===== src/core/sfab_pkg.sv =====
/*
  Shared constants, carriers and state types of the address fabric.
  Assumes single 200 MHz clock, AHB-lite style masters and slaves.
*/
package sfab_pkg;

  // ==========================================================
  // sizes
  localparam int NUM_MASTERS = 2;
  localparam int NUM_SLAVES = 5;
  localparam int ADDR_W = 32;
  localparam int DATA_W = 32;
  localparam int SUB_W = 4;
  localparam int ID_W = 4;
  localparam int MST_CORE = 0;
  localparam int MST_DMA = 1;

  // ==========================================================
  // ahb encodings
  localparam logic [1:0] HTRANS_IDLE = 2'h0;
  localparam logic [1:0] HTRANS_NONSEQ = 2'h2;
  localparam logic HRESP_OKAY = 1'h0;
  localparam logic HRESP_ERROR = 1'h1;

  // master identifiers on the memory matrix ports; core value arbitrary
  localparam logic [ID_W-1:0] MASTER_ID [NUM_MASTERS] = '{4'h0, 4'h1};

  // ==========================================================
  // targets; values 0..4 are the slave port indices
  typedef enum logic [2:0] {
    TGT_DMA = 3'h0,
    TGT_FLASH = 3'h1,
    TGT_SRAM = 3'h2,
    TGT_SCS = 3'h3,
    TGT_APB = 3'h4,
    TGT_LOCAL = 3'h5,
    TGT_RSVD = 3'h6
  } sfab_tgt_e;

  // bit n set: master may reach target n
  localparam logic [6:0] MASTER_REACH [NUM_MASTERS] = '{7'h3F, 7'h16};

  // sub selects inside each subsystem
  localparam logic [SUB_W-1:0] SUB_FLASH_CFG = 4'h0;
  localparam logic [SUB_W-1:0] SUB_FLASH_CODE = 4'h1;
  localparam logic [SUB_W-1:0] SUB_OTP_CODE = 4'h2;
  localparam logic [SUB_W-1:0] SUB_OTP_DATA = 4'h3;
  localparam logic [SUB_W-1:0] SUB_SRAM = 4'h0;
  localparam logic [SUB_W-1:0] SUB_SRAM_CFG = 4'h1;
  localparam logic [SUB_W-1:0] SUB_WDT = 4'h0;
  localparam logic [SUB_W-1:0] SUB_RTC = 4'h1;
  localparam logic [SUB_W-1:0] SUB_TIMER = 4'h2;
  localparam logic [SUB_W-1:0] SUB_GPIO = 4'h3;
  localparam logic [SUB_W-1:0] SUB_SPI_M = 4'h4;
  localparam logic [SUB_W-1:0] SUB_SPI_S = 4'h5;
  localparam logic [SUB_W-1:0] SUB_UART_A = 4'h6;
  localparam logic [SUB_W-1:0] SUB_UART_B = 4'h7;
  localparam logic [SUB_W-1:0] SUB_TWI = 4'h8;
  localparam logic [SUB_W-1:0] SUB_ADC = 4'h9;
  localparam logic [SUB_W-1:0] SUB_LOCAL_IC = 4'h0;
  localparam logic [SUB_W-1:0] SUB_IO_IC = 4'h1;
  localparam logic [SUB_W-1:0] SUB_NONE = 4'h0;

  // top-of-memory fetch addresses folded onto the reset vector
  localparam logic [ADDR_W-1:0] ALIAS_ADDR_A = 32'hFFFF_FFF0;
  localparam logic [ADDR_W-1:0] ALIAS_ADDR_B = 32'hFFFF_FFF8;
  localparam logic [ADDR_W-1:0] RESET_VECTOR = 32'h0000_0150;

  // ==========================================================
  // fixed address map
  typedef struct packed {
    logic [ADDR_W-1:0] base;
    logic [ADDR_W-1:0] last;
    sfab_tgt_e tgt;
    logic [SUB_W-1:0] sub;
  } sfab_region_s;

  localparam int NUM_REGIONS = 20;
  localparam sfab_region_s REGION_MAP [NUM_REGIONS] = '{
    '{32'hFEE0_0000, 32'hFEE0_0FFF, TGT_LOCAL, SUB_LOCAL_IC},
    '{32'hFEC0_0000, 32'hFECF_FFFF, TGT_LOCAL, SUB_IO_IC},
    '{32'hB080_0000, 32'hB080_3FFF, TGT_SCS, SUB_NONE},
    '{32'hB070_0000, 32'hB070_0FFF, TGT_DMA, SUB_NONE},
    '{32'hB040_0000, 32'hB040_03FF, TGT_SRAM, SUB_SRAM_CFG},
    '{32'hB010_0000, 32'hB010_03FF, TGT_FLASH, SUB_FLASH_CFG},
    '{32'hB000_4000, 32'hB000_43FF, TGT_APB, SUB_ADC},
    '{32'hB000_2800, 32'hB000_2BFF, TGT_APB, SUB_TWI},
    '{32'hB000_2400, 32'hB000_27FF, TGT_APB, SUB_UART_B},
    '{32'hB000_2000, 32'hB000_23FF, TGT_APB, SUB_UART_A},
    '{32'hB000_1800, 32'hB000_1BFF, TGT_APB, SUB_SPI_S},
    '{32'hB000_1000, 32'hB000_13FF, TGT_APB, SUB_SPI_M},
    '{32'hB000_0C00, 32'hB000_0FFF, TGT_APB, SUB_GPIO},
    '{32'hB000_0800, 32'hB000_0BFF, TGT_APB, SUB_TIMER},
    '{32'hB000_0400, 32'hB000_07FF, TGT_APB, SUB_RTC},
    '{32'hB000_0000, 32'hB000_03FF, TGT_APB, SUB_WDT},
    '{32'h0028_0000, 32'h0028_1FFF, TGT_SRAM, SUB_SRAM},
    '{32'h0020_0000, 32'h0020_0FFF, TGT_FLASH, SUB_OTP_DATA},
    '{32'h0018_0000, 32'h0018_7FFF, TGT_FLASH, SUB_FLASH_CODE},
    '{32'h0000_0000, 32'h0000_1FFF, TGT_FLASH, SUB_OTP_CODE}
  };

  // ==========================================================
  // carriers
  typedef struct packed {
    logic [ADDR_W-1:0] haddr;
    logic [1:0] htrans;
    logic hwrite;
    logic [2:0] hsize;
    logic [DATA_W-1:0] hwdata;
  } sfab_mreq_s;

  typedef struct packed {
    logic [DATA_W-1:0] hrdata;
    logic hready;
    logic hresp;
  } sfab_mrsp_s;

  typedef struct packed {
    logic hsel;
    logic [SUB_W-1:0] sub;
    logic [ADDR_W-1:0] haddr;
    logic [1:0] htrans;
    logic hwrite;
    logic [2:0] hsize;
    logic [DATA_W-1:0] hwdata;
    logic hready;
    logic [ID_W-1:0] hmaster;
  } sfab_sreq_s;

  typedef struct packed {
    logic [DATA_W-1:0] hrdata;
    logic hreadyout;
    logic hresp;
  } sfab_srsp_s;

  typedef struct packed {
    sfab_tgt_e tgt;
    logic [SUB_W-1:0] sub;
    logic [ADDR_W-1:0] addr;
  } sfab_dec_s;

  // ==========================================================
  // state
  typedef enum logic [2:0] {
    MS_IDLE = 3'h0,
    MS_ARB = 3'h1,
    MS_ADDR = 3'h2,
    MS_DATA = 3'h3,
    MS_ERR1 = 3'h4,
    MS_ERR2 = 3'h5,
    MS_DONE = 3'h6
  } sfab_mst_e;

  typedef struct packed {
    sfab_mst_e state;
    sfab_tgt_e tgt;
    logic [SUB_W-1:0] sub;
    logic [ADDR_W-1:0] haddr;
    logic hwrite;
    logic [2:0] hsize;
    logic [DATA_W-1:0] hwdata;
    logic [DATA_W-1:0] hrdata;
  } sfab_mctx_s;

  typedef struct packed {
    sfab_mctx_s [NUM_MASTERS-1:0] mst;
    logic rsvd_hit;
    logic [ADDR_W-1:0] rsvd_addr;
    logic rsvd_master;
    logic denied;
  } sfab_fab_s;

  typedef struct packed {
    logic [NUM_MASTERS-1:0] owner;
    logic last;
  } sfab_arb_s;

endpackage : sfab_pkg


===== src/core/sfab_fabric.sv =====
/*
  Two-layer address fabric: decodes each master's transfer by fixed
  ranges and forwards it to one of five slave ports, or answers local and reserved ones itself.
  Assumes AHB-lite masters with one transfer outstanding each, and
  slaves that keep HREADYOUT high while not selected.
*/
// Function
// - decode a flat 32-bit address space of 4 GB
// - every access is a memory transaction, no other spaces
// - two master layers joined to exactly five slave ports
// - masters reach different slaves in parallel, shared slave is arbitrated
// - core reaches all five slaves, dma only flash, sram and apb
// - dma decode reaches all flash and sram subsystem destinations
// - memory slave ports carry a per-layer master id, dma is 1
// - four sub selects into the flash subsystem
// - peripherals routed by fixed, non-relocatable address ranges
// - apb side serves ten peripheral selects
// - one transfer outstanding per master
// - reserved access pulses debug event, writes dropped, reads fixed value
// - top-of-memory fetch addresses alias onto the reset vector
// - code otp 8 KB at zero, instruction flash 32 KB
// - sram 8 KB and data otp 4 KB
// - system control, dma, sram and flash configuration regions
// - watchdog, rtc, timer and gpio 1 KB windows
// - spi, uart, two-wire and converter 1 KB windows
// - local and io interrupt controller regions
`timescale 1ns/1ps
module sfab_fabric #(
  parameter logic [31:0] RSVD_READ_VALUE = 32'h0000_0000,
  parameter logic [31:0] LOCAL_READ_VALUE = 32'h0000_0000
) (
  // clock and reset
  input wire logic CLOCK,
  input wire logic RST,
  // master layers, index 0 core, 1 dma
  input sfab_pkg::sfab_mreq_s MST_REQ [sfab_pkg::NUM_MASTERS],
  output sfab_pkg::sfab_mrsp_s MST_RSP [sfab_pkg::NUM_MASTERS],
  // slave ports, indexed by target
  output sfab_pkg::sfab_sreq_s SLV_REQ [sfab_pkg::NUM_SLAVES],
  input sfab_pkg::sfab_srsp_s SLV_RSP [sfab_pkg::NUM_SLAVES],
  // debug events
  output logic RESERVED_HIT,
  output logic [31:0] RESERVED_ADDR,
  output logic RESERVED_MASTER,
  output logic DMA_DENIED
);

  // ==========================================================
  // elaboration checks
  if (sfab_pkg::NUM_MASTERS != 2) begin : g_chk_masters
    $error("fabric arbiters serve exactly two masters");
  end
  if (sfab_pkg::NUM_SLAVES > 5) begin : g_chk_slaves
    $error("target encoding holds at most five slaves");
  end

  // ==========================================================
  // state
  sfab_pkg::sfab_fab_s st_reg;
  sfab_pkg::sfab_fab_s st_next;
  logic [1:0] arb_req [sfab_pkg::NUM_SLAVES];
  logic [1:0] arb_gnt [sfab_pkg::NUM_SLAVES];

  // ==========================================================
  // address decode
  function automatic sfab_pkg::sfab_dec_s decode(
    input logic [sfab_pkg::ADDR_W-1:0] a
  );
    sfab_pkg::sfab_dec_s d;
    d.tgt = sfab_pkg::TGT_RSVD;
    d.sub = sfab_pkg::SUB_NONE;
    d.addr = a;
    if (a == sfab_pkg::ALIAS_ADDR_A || a == sfab_pkg::ALIAS_ADDR_B) begin
      d.tgt = sfab_pkg::TGT_FLASH;
      d.sub = sfab_pkg::SUB_OTP_CODE;
      d.addr = sfab_pkg::RESET_VECTOR;
    end else begin
      for (int i = 0; i < sfab_pkg::NUM_REGIONS; i++) begin
        if (a >= sfab_pkg::REGION_MAP[i].base && a <= sfab_pkg::REGION_MAP[i].last) begin
          d.tgt = sfab_pkg::REGION_MAP[i].tgt;
          d.sub = sfab_pkg::REGION_MAP[i].sub;
        end
      end
    end
    return d;
  endfunction : decode

  // true while a master holds or waits for a slave
  function automatic logic on_slave(input sfab_pkg::sfab_mst_e s);
    return s == sfab_pkg::MS_ARB || s == sfab_pkg::MS_ADDR || s == sfab_pkg::MS_DATA;
  endfunction : on_slave

  // ==========================================================
  // per-slave arbitration
  // five ports
  for (genvar s = 0; s < sfab_pkg::NUM_SLAVES; s++) begin : g_slv
    always_comb begin
      for (int m = 0; m < sfab_pkg::NUM_MASTERS; m++) begin
        arb_req[s][m] = on_slave(st_reg.mst[m].state)
          && st_reg.mst[m].tgt == sfab_pkg::sfab_tgt_e'(s);
      end
    end

    sfab_arb2 u_arb (
      .CLOCK(CLOCK),
      .RST(RST),
      .REQ(arb_req[s]),
      .GNT(arb_gnt[s])
    );

    // ==========================================================
    // slave request mux
    always_comb begin
      sfab_pkg::sfab_mctx_s c;
      int o;
      c = st_reg.mst[0];
      o = 0;
      SLV_REQ[s] = '0;
      SLV_REQ[s].hready = SLV_RSP[s].hreadyout;
      if (arb_gnt[s] != 2'h0) begin
        o = arb_gnt[s][1] ? 1 : 0;
        c = st_reg.mst[o];
        SLV_REQ[s].hsel = c.state == sfab_pkg::MS_ADDR;
        SLV_REQ[s].htrans = (c.state == sfab_pkg::MS_ADDR)
          ? sfab_pkg::HTRANS_NONSEQ : sfab_pkg::HTRANS_IDLE;
        SLV_REQ[s].sub = c.sub;
        SLV_REQ[s].haddr = c.haddr;
        SLV_REQ[s].hwrite = c.hwrite;
        SLV_REQ[s].hsize = c.hsize;
        SLV_REQ[s].hwdata = c.hwdata;
        SLV_REQ[s].hmaster = sfab_pkg::MASTER_ID[o];
      end
    end
  end

  // ==========================================================
  // master layer sequencing
  always_comb begin
    sfab_pkg::sfab_mctx_s c;
    sfab_pkg::sfab_mctx_s n;
    sfab_pkg::sfab_dec_s d;
    sfab_pkg::sfab_srsp_s r;
    logic take;
    c = '0;
    n = '0;
    d = '0;
    r = '0;
    take = 1'h0;
    st_next = st_reg;
    st_next.rsvd_hit = 1'h0;
    st_next.denied = 1'h0;
    for (int m = 0; m < sfab_pkg::NUM_MASTERS; m++) begin
      c = st_reg.mst[m];
      n = c;
      r = SLV_RSP[0];
      if (c.tgt <= sfab_pkg::TGT_APB) begin
        r = SLV_RSP[c.tgt];
      end
      // new address only once the previous transfer ends
      take = (c.state == sfab_pkg::MS_IDLE || c.state == sfab_pkg::MS_DONE
        || c.state == sfab_pkg::MS_ERR2) && MST_REQ[m].htrans[1];
      // no space qualifier exists, all requests are memory space
      d = decode(MST_REQ[m].haddr);
      case (c.state)
        sfab_pkg::MS_IDLE, sfab_pkg::MS_DONE, sfab_pkg::MS_ERR2: begin
          n.state = sfab_pkg::MS_IDLE;
          if (take) begin
            n.tgt = d.tgt;
            n.sub = d.sub;
            n.haddr = d.addr;
            n.hwrite = MST_REQ[m].hwrite;
            n.hsize = MST_REQ[m].hsize;
            if (d.tgt == sfab_pkg::TGT_RSVD) begin
              n.state = sfab_pkg::MS_DONE;
              n.hrdata = RSVD_READ_VALUE;
              st_next.rsvd_hit = 1'h1;
              st_next.rsvd_addr = MST_REQ[m].haddr;
              st_next.rsvd_master = m[0];
            end else if (!sfab_pkg::MASTER_REACH[m][d.tgt]) begin
              n.state = sfab_pkg::MS_ERR1;
              st_next.denied = 1'h1;
            end else if (d.tgt == sfab_pkg::TGT_LOCAL) begin
              // interrupt controllers sit beside the core
              n.state = sfab_pkg::MS_DONE;
              n.hrdata = LOCAL_READ_VALUE;
            end else begin
              n.state = sfab_pkg::MS_ARB;
            end
          end
        end
        sfab_pkg::MS_ARB: begin
          // write data is valid through the stretched data phase
          n.hwdata = MST_REQ[m].hwdata;
          if (arb_gnt[c.tgt][m]) begin
            n.state = sfab_pkg::MS_ADDR;
          end
        end
        sfab_pkg::MS_ADDR: begin
          n.hwdata = MST_REQ[m].hwdata;
          if (r.hreadyout) begin
            n.state = sfab_pkg::MS_DATA;
          end
        end
        sfab_pkg::MS_DATA: begin
          if (r.hreadyout) begin
            n.hrdata = r.hrdata;
            // slave error restarts the two-cycle error towards the master
            n.state = (r.hresp == sfab_pkg::HRESP_ERROR)
              ? sfab_pkg::MS_ERR1 : sfab_pkg::MS_DONE;
          end
        end
        sfab_pkg::MS_ERR1: begin
          n.state = sfab_pkg::MS_ERR2;
        end
        default: begin
          n.state = sfab_pkg::MS_IDLE;
        end
      endcase
      st_next.mst[m] = n;
    end
    // dma runs last in the loop, so it wins the debug capture on a tie
  end

  always_ff @(posedge CLOCK or posedge RST) begin
    if (RST) begin
      st_reg <= '0;
    end else begin
      st_reg <= st_next;
    end
  end

  // ==========================================================
  // master responses
  always_comb begin
    for (int m = 0; m < sfab_pkg::NUM_MASTERS; m++) begin
      MST_RSP[m].hrdata = st_reg.mst[m].hrdata;
      // wait states hold the master while its transfer is open
      MST_RSP[m].hready = st_reg.mst[m].state == sfab_pkg::MS_IDLE
        || st_reg.mst[m].state == sfab_pkg::MS_DONE
        || st_reg.mst[m].state == sfab_pkg::MS_ERR2;
      MST_RSP[m].hresp = (st_reg.mst[m].state == sfab_pkg::MS_ERR1
        || st_reg.mst[m].state == sfab_pkg::MS_ERR2)
        ? sfab_pkg::HRESP_ERROR : sfab_pkg::HRESP_OKAY;
    end
  end

  // ==========================================================
  // debug outputs
  // one-cycle debug pulse
  assign RESERVED_HIT = st_reg.rsvd_hit;
  assign RESERVED_ADDR = st_reg.rsvd_addr;
  assign RESERVED_MASTER = st_reg.rsvd_master;
  assign DMA_DENIED = st_reg.denied;

endmodule : sfab_fabric


===== src/core/sfab_arb2.sv =====
/*
  Two-requester slave arbiter with round-robin hand-over.
  Assumes a requester holds its request for the whole transfer.
*/
`timescale 1ns/1ps
module sfab_arb2 (
  // clock and reset
  input wire logic CLOCK,
  input wire logic RST,
  // requests and one-hot grant
  input wire logic [1:0] REQ,
  output logic [1:0] GNT
);

  sfab_pkg::sfab_arb_s st_reg;
  sfab_pkg::sfab_arb_s st_next;

  // ==========================================================
  // grant selection
  always_comb begin
    st_next = st_reg;
    // the owner keeps the slave until it drops its request
    if ((st_reg.owner & REQ) == 2'h0) begin
      if (REQ == 2'h3) begin
        st_next.owner = st_reg.last ? 2'h1 : 2'h2;
      end else begin
        st_next.owner = REQ;
      end
    end
    if (st_next.owner != 2'h0) begin
      st_next.last = st_next.owner[1];
    end
  end

  always_ff @(posedge CLOCK or posedge RST) begin
    if (RST) begin
      st_reg <= '0;
    end else begin
      st_reg <= st_next;
    end
  end

  assign GNT = st_reg.owner & REQ;

endmodule : sfab_arb2


===== config.mk =====
export PLATFORM = sky130hd
export DESIGN_NAME = sfab_fabric
export DESIGN_NICKNAME = d
export VERILOG_FILES = /design/src/core/sfab_pkg.sv /design/src/core/sfab_fabric.sv /design/src/core/sfab_arb2.sv
export SDC_FILE = /design/constraint.sdc
export NUM_CORES = 1
export LEC_CHECK = 0
export BUFFER_PORTS_ARGS = -buffer_cell sky130_fd_sc_hd__buf_2
export CORE_AREA = 4 4 312 314
export DETAILED_ROUTE_END_ITERATION = 10
export DIE_AREA = 0 0 316 318
export GPL_TIMING_DRIVEN = 1
export PLACE_DENSITY = 0.39
export SLEW_MARGIN = 20
export SYNTH_ARGS = -nofsm -noshare
export SYNTH_HDL_FRONTEND = slang
export SYNTH_SLANG_ARGS = --single-unit

===== constraint.sdc =====
create_clock -name CLOCK -period 21.9 [get_ports CLOCK]
set_input_delay 3.285 -clock CLOCK [delete_from_list [all_inputs] [get_ports CLOCK]]
set_output_delay 3.285 -clock CLOCK [all_outputs]
set_load 0.05 [all_outputs]

==> impl_results.md, run 1 <==
- DR WL/cell: 30.6 um
- Die Span Y: 318 um
- Max reg flops: 156
- Initial DRC count: 1975
- CP endpoint kind: output pin
- Initial antenna violation count: 29
- R2r setup slk: 18010 ps
- Via-to-Cell Ratio: 5.34
- GR Util All Layers: 22.5%
- GP Congestion: 0.933
- Area Overhead vs Synth: 28.8%
- Relative slew slack: 20.4%
- Cells after Synth: 2050
- Register bit total from synthesis: 270
- FF+latch area: 6760 um^2
- Peak VDD IR: 72.3 uV
- Most common cell after layout, fill and taps aside: buf_2
- Most frequent cells in the layout: buf_2, a22o_1, dfrtp_1
- Outcome: finished clean
- Met2 Track Usage GR: 37.1%
- CP arrival: 4420 ps
- Vias in the first global route: 20477
- Tightest Pin Transition: 1190 ps
- Nets: 2925
- Pwr Density: 138 nW/um^2
- Largest net degree at the start of global routing: 94
- Final Critical Period: 7700 ps
- Grt ovf: 0
- Count of distinct cell types in the synthesized netlist: 81
- Die area: 100000 um^2
- Final instance area: 24900 um^2
- Met3 usage: 5.92%
- Maxcap violations: 0
- Non-filler cells in the finished layout: 3917
- Async SR Flop Fraction: 100%
- Share of layout cells above drive strength 1: 40.3%
- Highest clock rate: 130 MHz
- Cts hold-fix bufs: 0
- Core box area: 94600 um^2
- Post-route setup TNS: 0 ps
- Cell area after placement: 23600 um^2
- H-Tree Depth: 2
- Kind of critical path: reg -> out
- Fillers: 10280
- Startpoint types: flip-flop
- Register clock-pin slew on the reported worst setup and hold paths: 50 ps
- Cell Area, Synth: 19300 um^2
- First-pass GRT wire length: 164 mm
- Clock Latency Late Sink: 570 ps
- LEAKAGE: 0.0118 uW
- Skew final: 29.4 ps
- Ys flop type: dfrtp_1
- Initial core utilization: 20.4%
- Multi-input logic area: 10900 um^2
- Vias: 20936
- Post-synth EDFFs: 0
- X dimension of the die: 316 um
- # IOs: 815
- Residual DRC: 0
- Critical-path maximum fanout: 41
- Final setup viols: 0
- Placed insts: 3835
- Clock root buffer: clkbuf_16
- Synth Area per Inst: 9.43 um^2
- Row cnt: 113
- Hpwl dp: 88.3 mm
- Clock sinks: 270
- Seq/Total Area, Yosys: 35.0%
- DR pass1 iterations: 6
- Worst endpoint required time: 18620 ps
- Worst min-delay path category: reg -> reg
- Clock tree buffer depth: 3
- Tcrit/Tclk final: 35.2%
- Post-route ant nets: 0
- Max Slew Vio Count: 0
- CTS tree: built
- PostCTS Resize Cnt: 0
- Gr busiest metal: met2
- CTS Buf Count: 38
- Final hold vios: 0
- Synth warn: 0
- WL final: 120 mm
- Met1 GRT Util: 28.8%
- Post-CTS setup buffers: 0
- IO buf count: 792
- RSZ-0062 raised after global routing: no
## cells in the mapped netlist (5+ instances only)
master    count  share of area (%)
nor4_1       12               0.39
buf_1        22               0.43
mux4_2       43                5.0
buf_4       128                5.0
mux2_4        6               0.47
clkbuf_1    159                3.1
a211oi_1      6               0.23
nor2b_1       7               0.23
nand2_1     130                2.5
or3_1         6               0.19
a31oi_1      45                1.5
nor4b_1       5               0.23
a22oi_1      46                1.8
mux2i_1      43                2.2
nor3b_1       5               0.19
a22o_1      445                 20
mux2_2       75                4.4
a21oi_1      88                2.3
dfrtp_1     270                 35
a311oi_1      7               0.32
inv_1        29               0.56
nand4_1      21               0.68
and2_1        9               0.29
o21bai_1      5               0.19
nor2_1      135                2.6
nor3_1       26               0.67
o22ai_1      26               0.84
or4_1         8               0.31
o21ai_0      66                1.7
buf_2        17               0.44
nand3_1      68                1.8
## metal layers
metal  wire length, um  part of all wire, %  up-vias
met4              3500                  2.9       10
met1             48900                   41    10590
li1                  -                    -     8906
met5                66                0.055        -
met3             10300                  8.6      224
met2             57000                   48     1206
## cell type report
type	count	area share, %
Antenna cell	18	0.181
Clock buffer	52	4.32
Clock inverter	12	0.669
Inverter	29	0.493
Multi-Input combinational cell	1439	43.7
Sequential cell	270	27.2
Tap cell	1265	6.36
Timing Repair Buffer	832	17.1
## power by group
part / switching, uW / internal, uW
sequential: 422 / 726
clock: 260 / 379
combinational: 1090 / 551
## cells by family after synthesis
group	after synthesis	synth area share, %
flip-flops	270	35.0
AND/OR/NAND/NOR	474	12.1
adder cells (fa/ha/maj)	3	0.194
XOR/XNOR	4	0.181
AO/OA/AOI/OAI	771	30.8
buffers and inverters	360	9.75
other	1	0.0194
multiplexers	167	12.1
## metrics by stage
step / hold WS, ps / util, % / power [uW] / setup WS (ps)
final: 495 / 26.3 / 3430 / 14200
after detailed placement: 480 / 25.0 / 2800 / 14840
after CTS: 496 / 26.3 / 3460 / 14200
after global placement: 486 / 24.9 / 2780 / 14860
after floorplan: 467 / - / 2240 / 11180
after global routing: 522 / 26.3 / 3610 / 14040
## worst paths after layout
kind                                         startpoint                 endpoint  cells after the start
worst max register to register  st_reg[139]$_DFFE_PP0P_  MST_RSP[37]$_DFFE_PP0P_                      8
worst min-delay path            MST_RSP[67]$_DFFE_PP0P_  MST_RSP[67]$_DFFE_PP0P_                      1
min in group asynchronous                           RST  st_reg[102]$_DFFE_PP0P_                      2
worst max-delay path            st_reg[254]$_DFFE_PP0P_              SLV_REQ[66]                      8
max in group asynchronous                           RST  st_reg[139]$_DFFE_PP0P_                      4
worst min register to register  MST_RSP[67]$_DFFE_PP0P_  MST_RSP[67]$_DFFE_PP0P_                      1
## critical path, stage by stage, from the launching register on
cell and delay [ps]:
dfrtp_1 560, o21ba_2 310, nand3_1 260, clkinv_2 640
nor2_4 240, buf_4 490, buf_4 610, a22o_1 380
buf_2 330
(Power assumes the default switching activity.)
==> inputs of run 2 (changes only) <==
--- a/config.mk
+++ b/config.mk
@@ -6,9 +6,9 @@
 export NUM_CORES = 1
 export LEC_CHECK = 0
 export BUFFER_PORTS_ARGS = -buffer_cell sky130_fd_sc_hd__buf_2
-export CORE_AREA = 4 4 312 314
+export CORE_AREA = 4 4 319 321
 export DETAILED_ROUTE_END_ITERATION = 10
-export DIE_AREA = 0 0 316 318
+export DIE_AREA = 0 0 323 325
 export GPL_TIMING_DRIVEN = 1
 export PLACE_DENSITY = 0.39
 export SLEW_MARGIN = 20
==> constraint.sdc (replaced) <==
create_clock -name CLOCK -period 7.03 [get_ports CLOCK]
set_input_delay 1.0545 -clock CLOCK [delete_from_list [all_inputs] [get_ports CLOCK]]
set_output_delay 1.0545 -clock CLOCK [all_outputs]
set_load 0.05 [all_outputs]
==> impl_results.md, run 2 (same netlist as run 1, synthesis figures left out) <==
- Fillers: 11012 (+7.1%)
- Worst endpoint required time: 5980 ps (-12640 ps)
- Grt ovf: 0 (unchanged)
- CTS tree: built
- CTS Buf Count: 40 (+5.3%)
- Final WS setup: 1760 ps (-12440 ps)
- Largest net degree at the start of global routing: 134 (+43%)
- Total power: 10800 uW (+210%)
- CP endpoint kind: output pin
- Register clock-pin slew on the reported worst setup and hold paths: 50 ps (about the same)
- Tightest Pin Transition: 1210 ps (+16.9 ps)
- Outcome: finished clean
- Nets: 2931 (+0.21%)
- Initial DRC count: 1800 (-8.9%)
- Critical path, cell by cell: nor2_1 > nor3_1 > nand4b_1 > nor2_4 > buf_12 > a22o_1 > buf_2
- CP arrival: 4220 ps (-200 ps)
- Clock tree buffer depth: 3 (unchanged)
- Relative slew slack: 19.3% (-1.1 points)
- GR Util All Layers: 21.3% (-1.2 points)
- Highest clock rate: 190 MHz
- Share of layout cells above drive strength 1: 40.6% (+0.27 points)
- Critical-path maximum fanout: 54 (+32%)
- DR pass1 iterations: 5 (-1)
- PostCTS Resize Cnt: 0 (unchanged)
- Worst Setup SP: st_reg[142]$_DFFE_PP0P_
- Placed insts: 3872 (+0.96%)
- Pre-CTS setup slack: 2370 ps (-12470 ps)
- Pwr Density: 430 nW/um^2 (+210%)
- Crit path max-delay cell type: nor2_4
- R2r setup slk: 3190 ps (-14820 ps)
- Tcrit/Tclk final: 75.0%
- Area Overhead vs Synth: 29.8%
- Clock root buffer: clkbuf_16
- Multi-input logic area: 10900 um^2 (-0.13%)
- Startpoint types: flip-flop
- Clock sinks: 270 (unchanged)
- Initial antenna violation count: 27 (-6.9%)
- Row cnt: 116 (+2.7%)
- Via-to-Cell Ratio: 5.17 (-3.2%)
- Cts hold-fix bufs: 0 (unchanged)
- Final setup viols: 0 (unchanged)
- Final instance area: 25100 um^2 (+0.84%)
- Most frequent cells in the layout: buf_2, a22o_1, dfrtp_1
- Cell area after placement: 23700 um^2 (+0.38%)
- Final Critical Period: 5270 ps
- FF+latch area: 6760 um^2 (unchanged)
- Worst min-delay path category: in -> async
- Non-filler cells in the finished layout: 3964 (+1.2%)
- GP Congestion: 0.874 (-6.3%)
- FF-to-FF path depth: 8 (unchanged)
- WL final: 118 mm (-1.3%)
- Final hold vios: 0 (unchanged)
- Post-CTS setup buffers: 0 (unchanged)
- Initial core utilization: 19.5% (-0.97 points)
- Residual DRC: 0 (unchanged)
- LEAKAGE: 0.0119 uW (+0.71%)
- Worst reg2reg endpoint: MST_RSP[39]$_DFFE_PP0P_
- Vias in the first global route: 19918 (-2.7%)
- Core box area: 99300 um^2 (+5.0%)
- X dimension of the die: 323 um (+2.2%)
- Reg-to-reg startpoint: st_reg[141]$_DFFE_PP0P_
- IO buf count: 792 (unchanged)
- Most common cell after layout, fill and taps aside: buf_2
- Crit path to: SLV_REQ[177]
- RSZ-0062 raised after global routing: no
- Post-route ant nets: 0 (unchanged)
- Die Span Y: 325 um (+2.2%)
- Post-route setup TNS: 0 ps (unchanged)
- Maxcap violations: 0 (unchanged)
- Vias: 20499 (-2.1%)
- First-pass GRT wire length: 161 mm (-1.4%)
- Skew final: 30.1 ps (+0.715 ps)
- Peak VDD IR: 221 uV (+210%)
- Die area: 105000 um^2 (+4.5%)
- Slowest cell delay on critical path: 730 ps (+90 ps)
- Max reg flops: 156 (unchanged)
- # IOs: 815 (unchanged)
- Max Slew Vio Count: 0 (unchanged)
- Hpwl dp: 87.0 mm (-1.5%)
- Clock Latency Late Sink: 580 ps (about the same)
- H-Tree Depth: 2 (unchanged)
- Kind of critical path: reg -> out
- DR WL/cell: 29.8 um (-2.4%)
run 2: changes by cell type in the layout (fill, tap and decap cells not counted), sizes merged:
cell	delta
inv	-1
diode	+2
buf	+4
clkinvlp	+2
clkinv	+3
clkbuf	+4
run 2: layout make-up:
cell class / instances / area share [%]
antenna: 20 / 0.199
tap: 1298 / 6.47
timing repair buffer: 836 / 17.3
clock buffer: 56 / 4.68
clock inverter: 16 / 0.723
multi-input combinational: 1439 / 43.3
inverter: 29 / 0.469
sequential: 270 / 26.9
run 2: worst max-delay path: cells and delay by family, from the launching register on:
family                 cells  cell delay (ps)
and+or+nand+nor            4             2000
buffers and inverters      2              650
DFF                        1              570
AOI/OAI and AO/OA          1              340
run 2: worst min-delay path by stage:
stage | endpoint | slack [ps] | cells after the start
floorplan | MST_RSP[67]$_DFFE_PP0P_ | 470 | 1
global placement | st_reg[249]$_DFFE_PP0P_ | 470 | 2
detailed placement | st_reg[249]$_DFFE_PP0P_ | 470 | 2
CTS | st_reg[211]$_DFFE_PP0P_ | 450 | 2
global route | st_reg[211]$_DFFE_PP0P_ | 480 | 2
finish | st_reg[100]$_DFFE_PP0P_ | 490 | 2
run 2: stage by stage:
step / util (%) / hold slack [ps]
2_1_floorplan: - / 467
3_3_place_gp: 23.9 / 466
3_5_place_dp: 23.9 / 474
4_1_cts: 25.2 / 454
5_1_grt: 25.3 / 476
6_report: 25.3 / 489
run 2: report_power, final:
part | internal [uW] | switching, uW | total [uW]
clock network | 1280 | 836 | 2110
logic | 1720 | 3390 | 5120
registers | 2260 | 1300 | 3560
run 2: routing by layer:
metal / global-route usage, % / part of all wire [%] / up-vias
met5: 0 / 0.011 / -
met4: 6.65 / 3.1 / 2
met3: 3.85 / 6.4 / 161
met2: 35.3 / 47 / 948
met1: 28.0 / 43 / 10456
li1: - / - / 8932
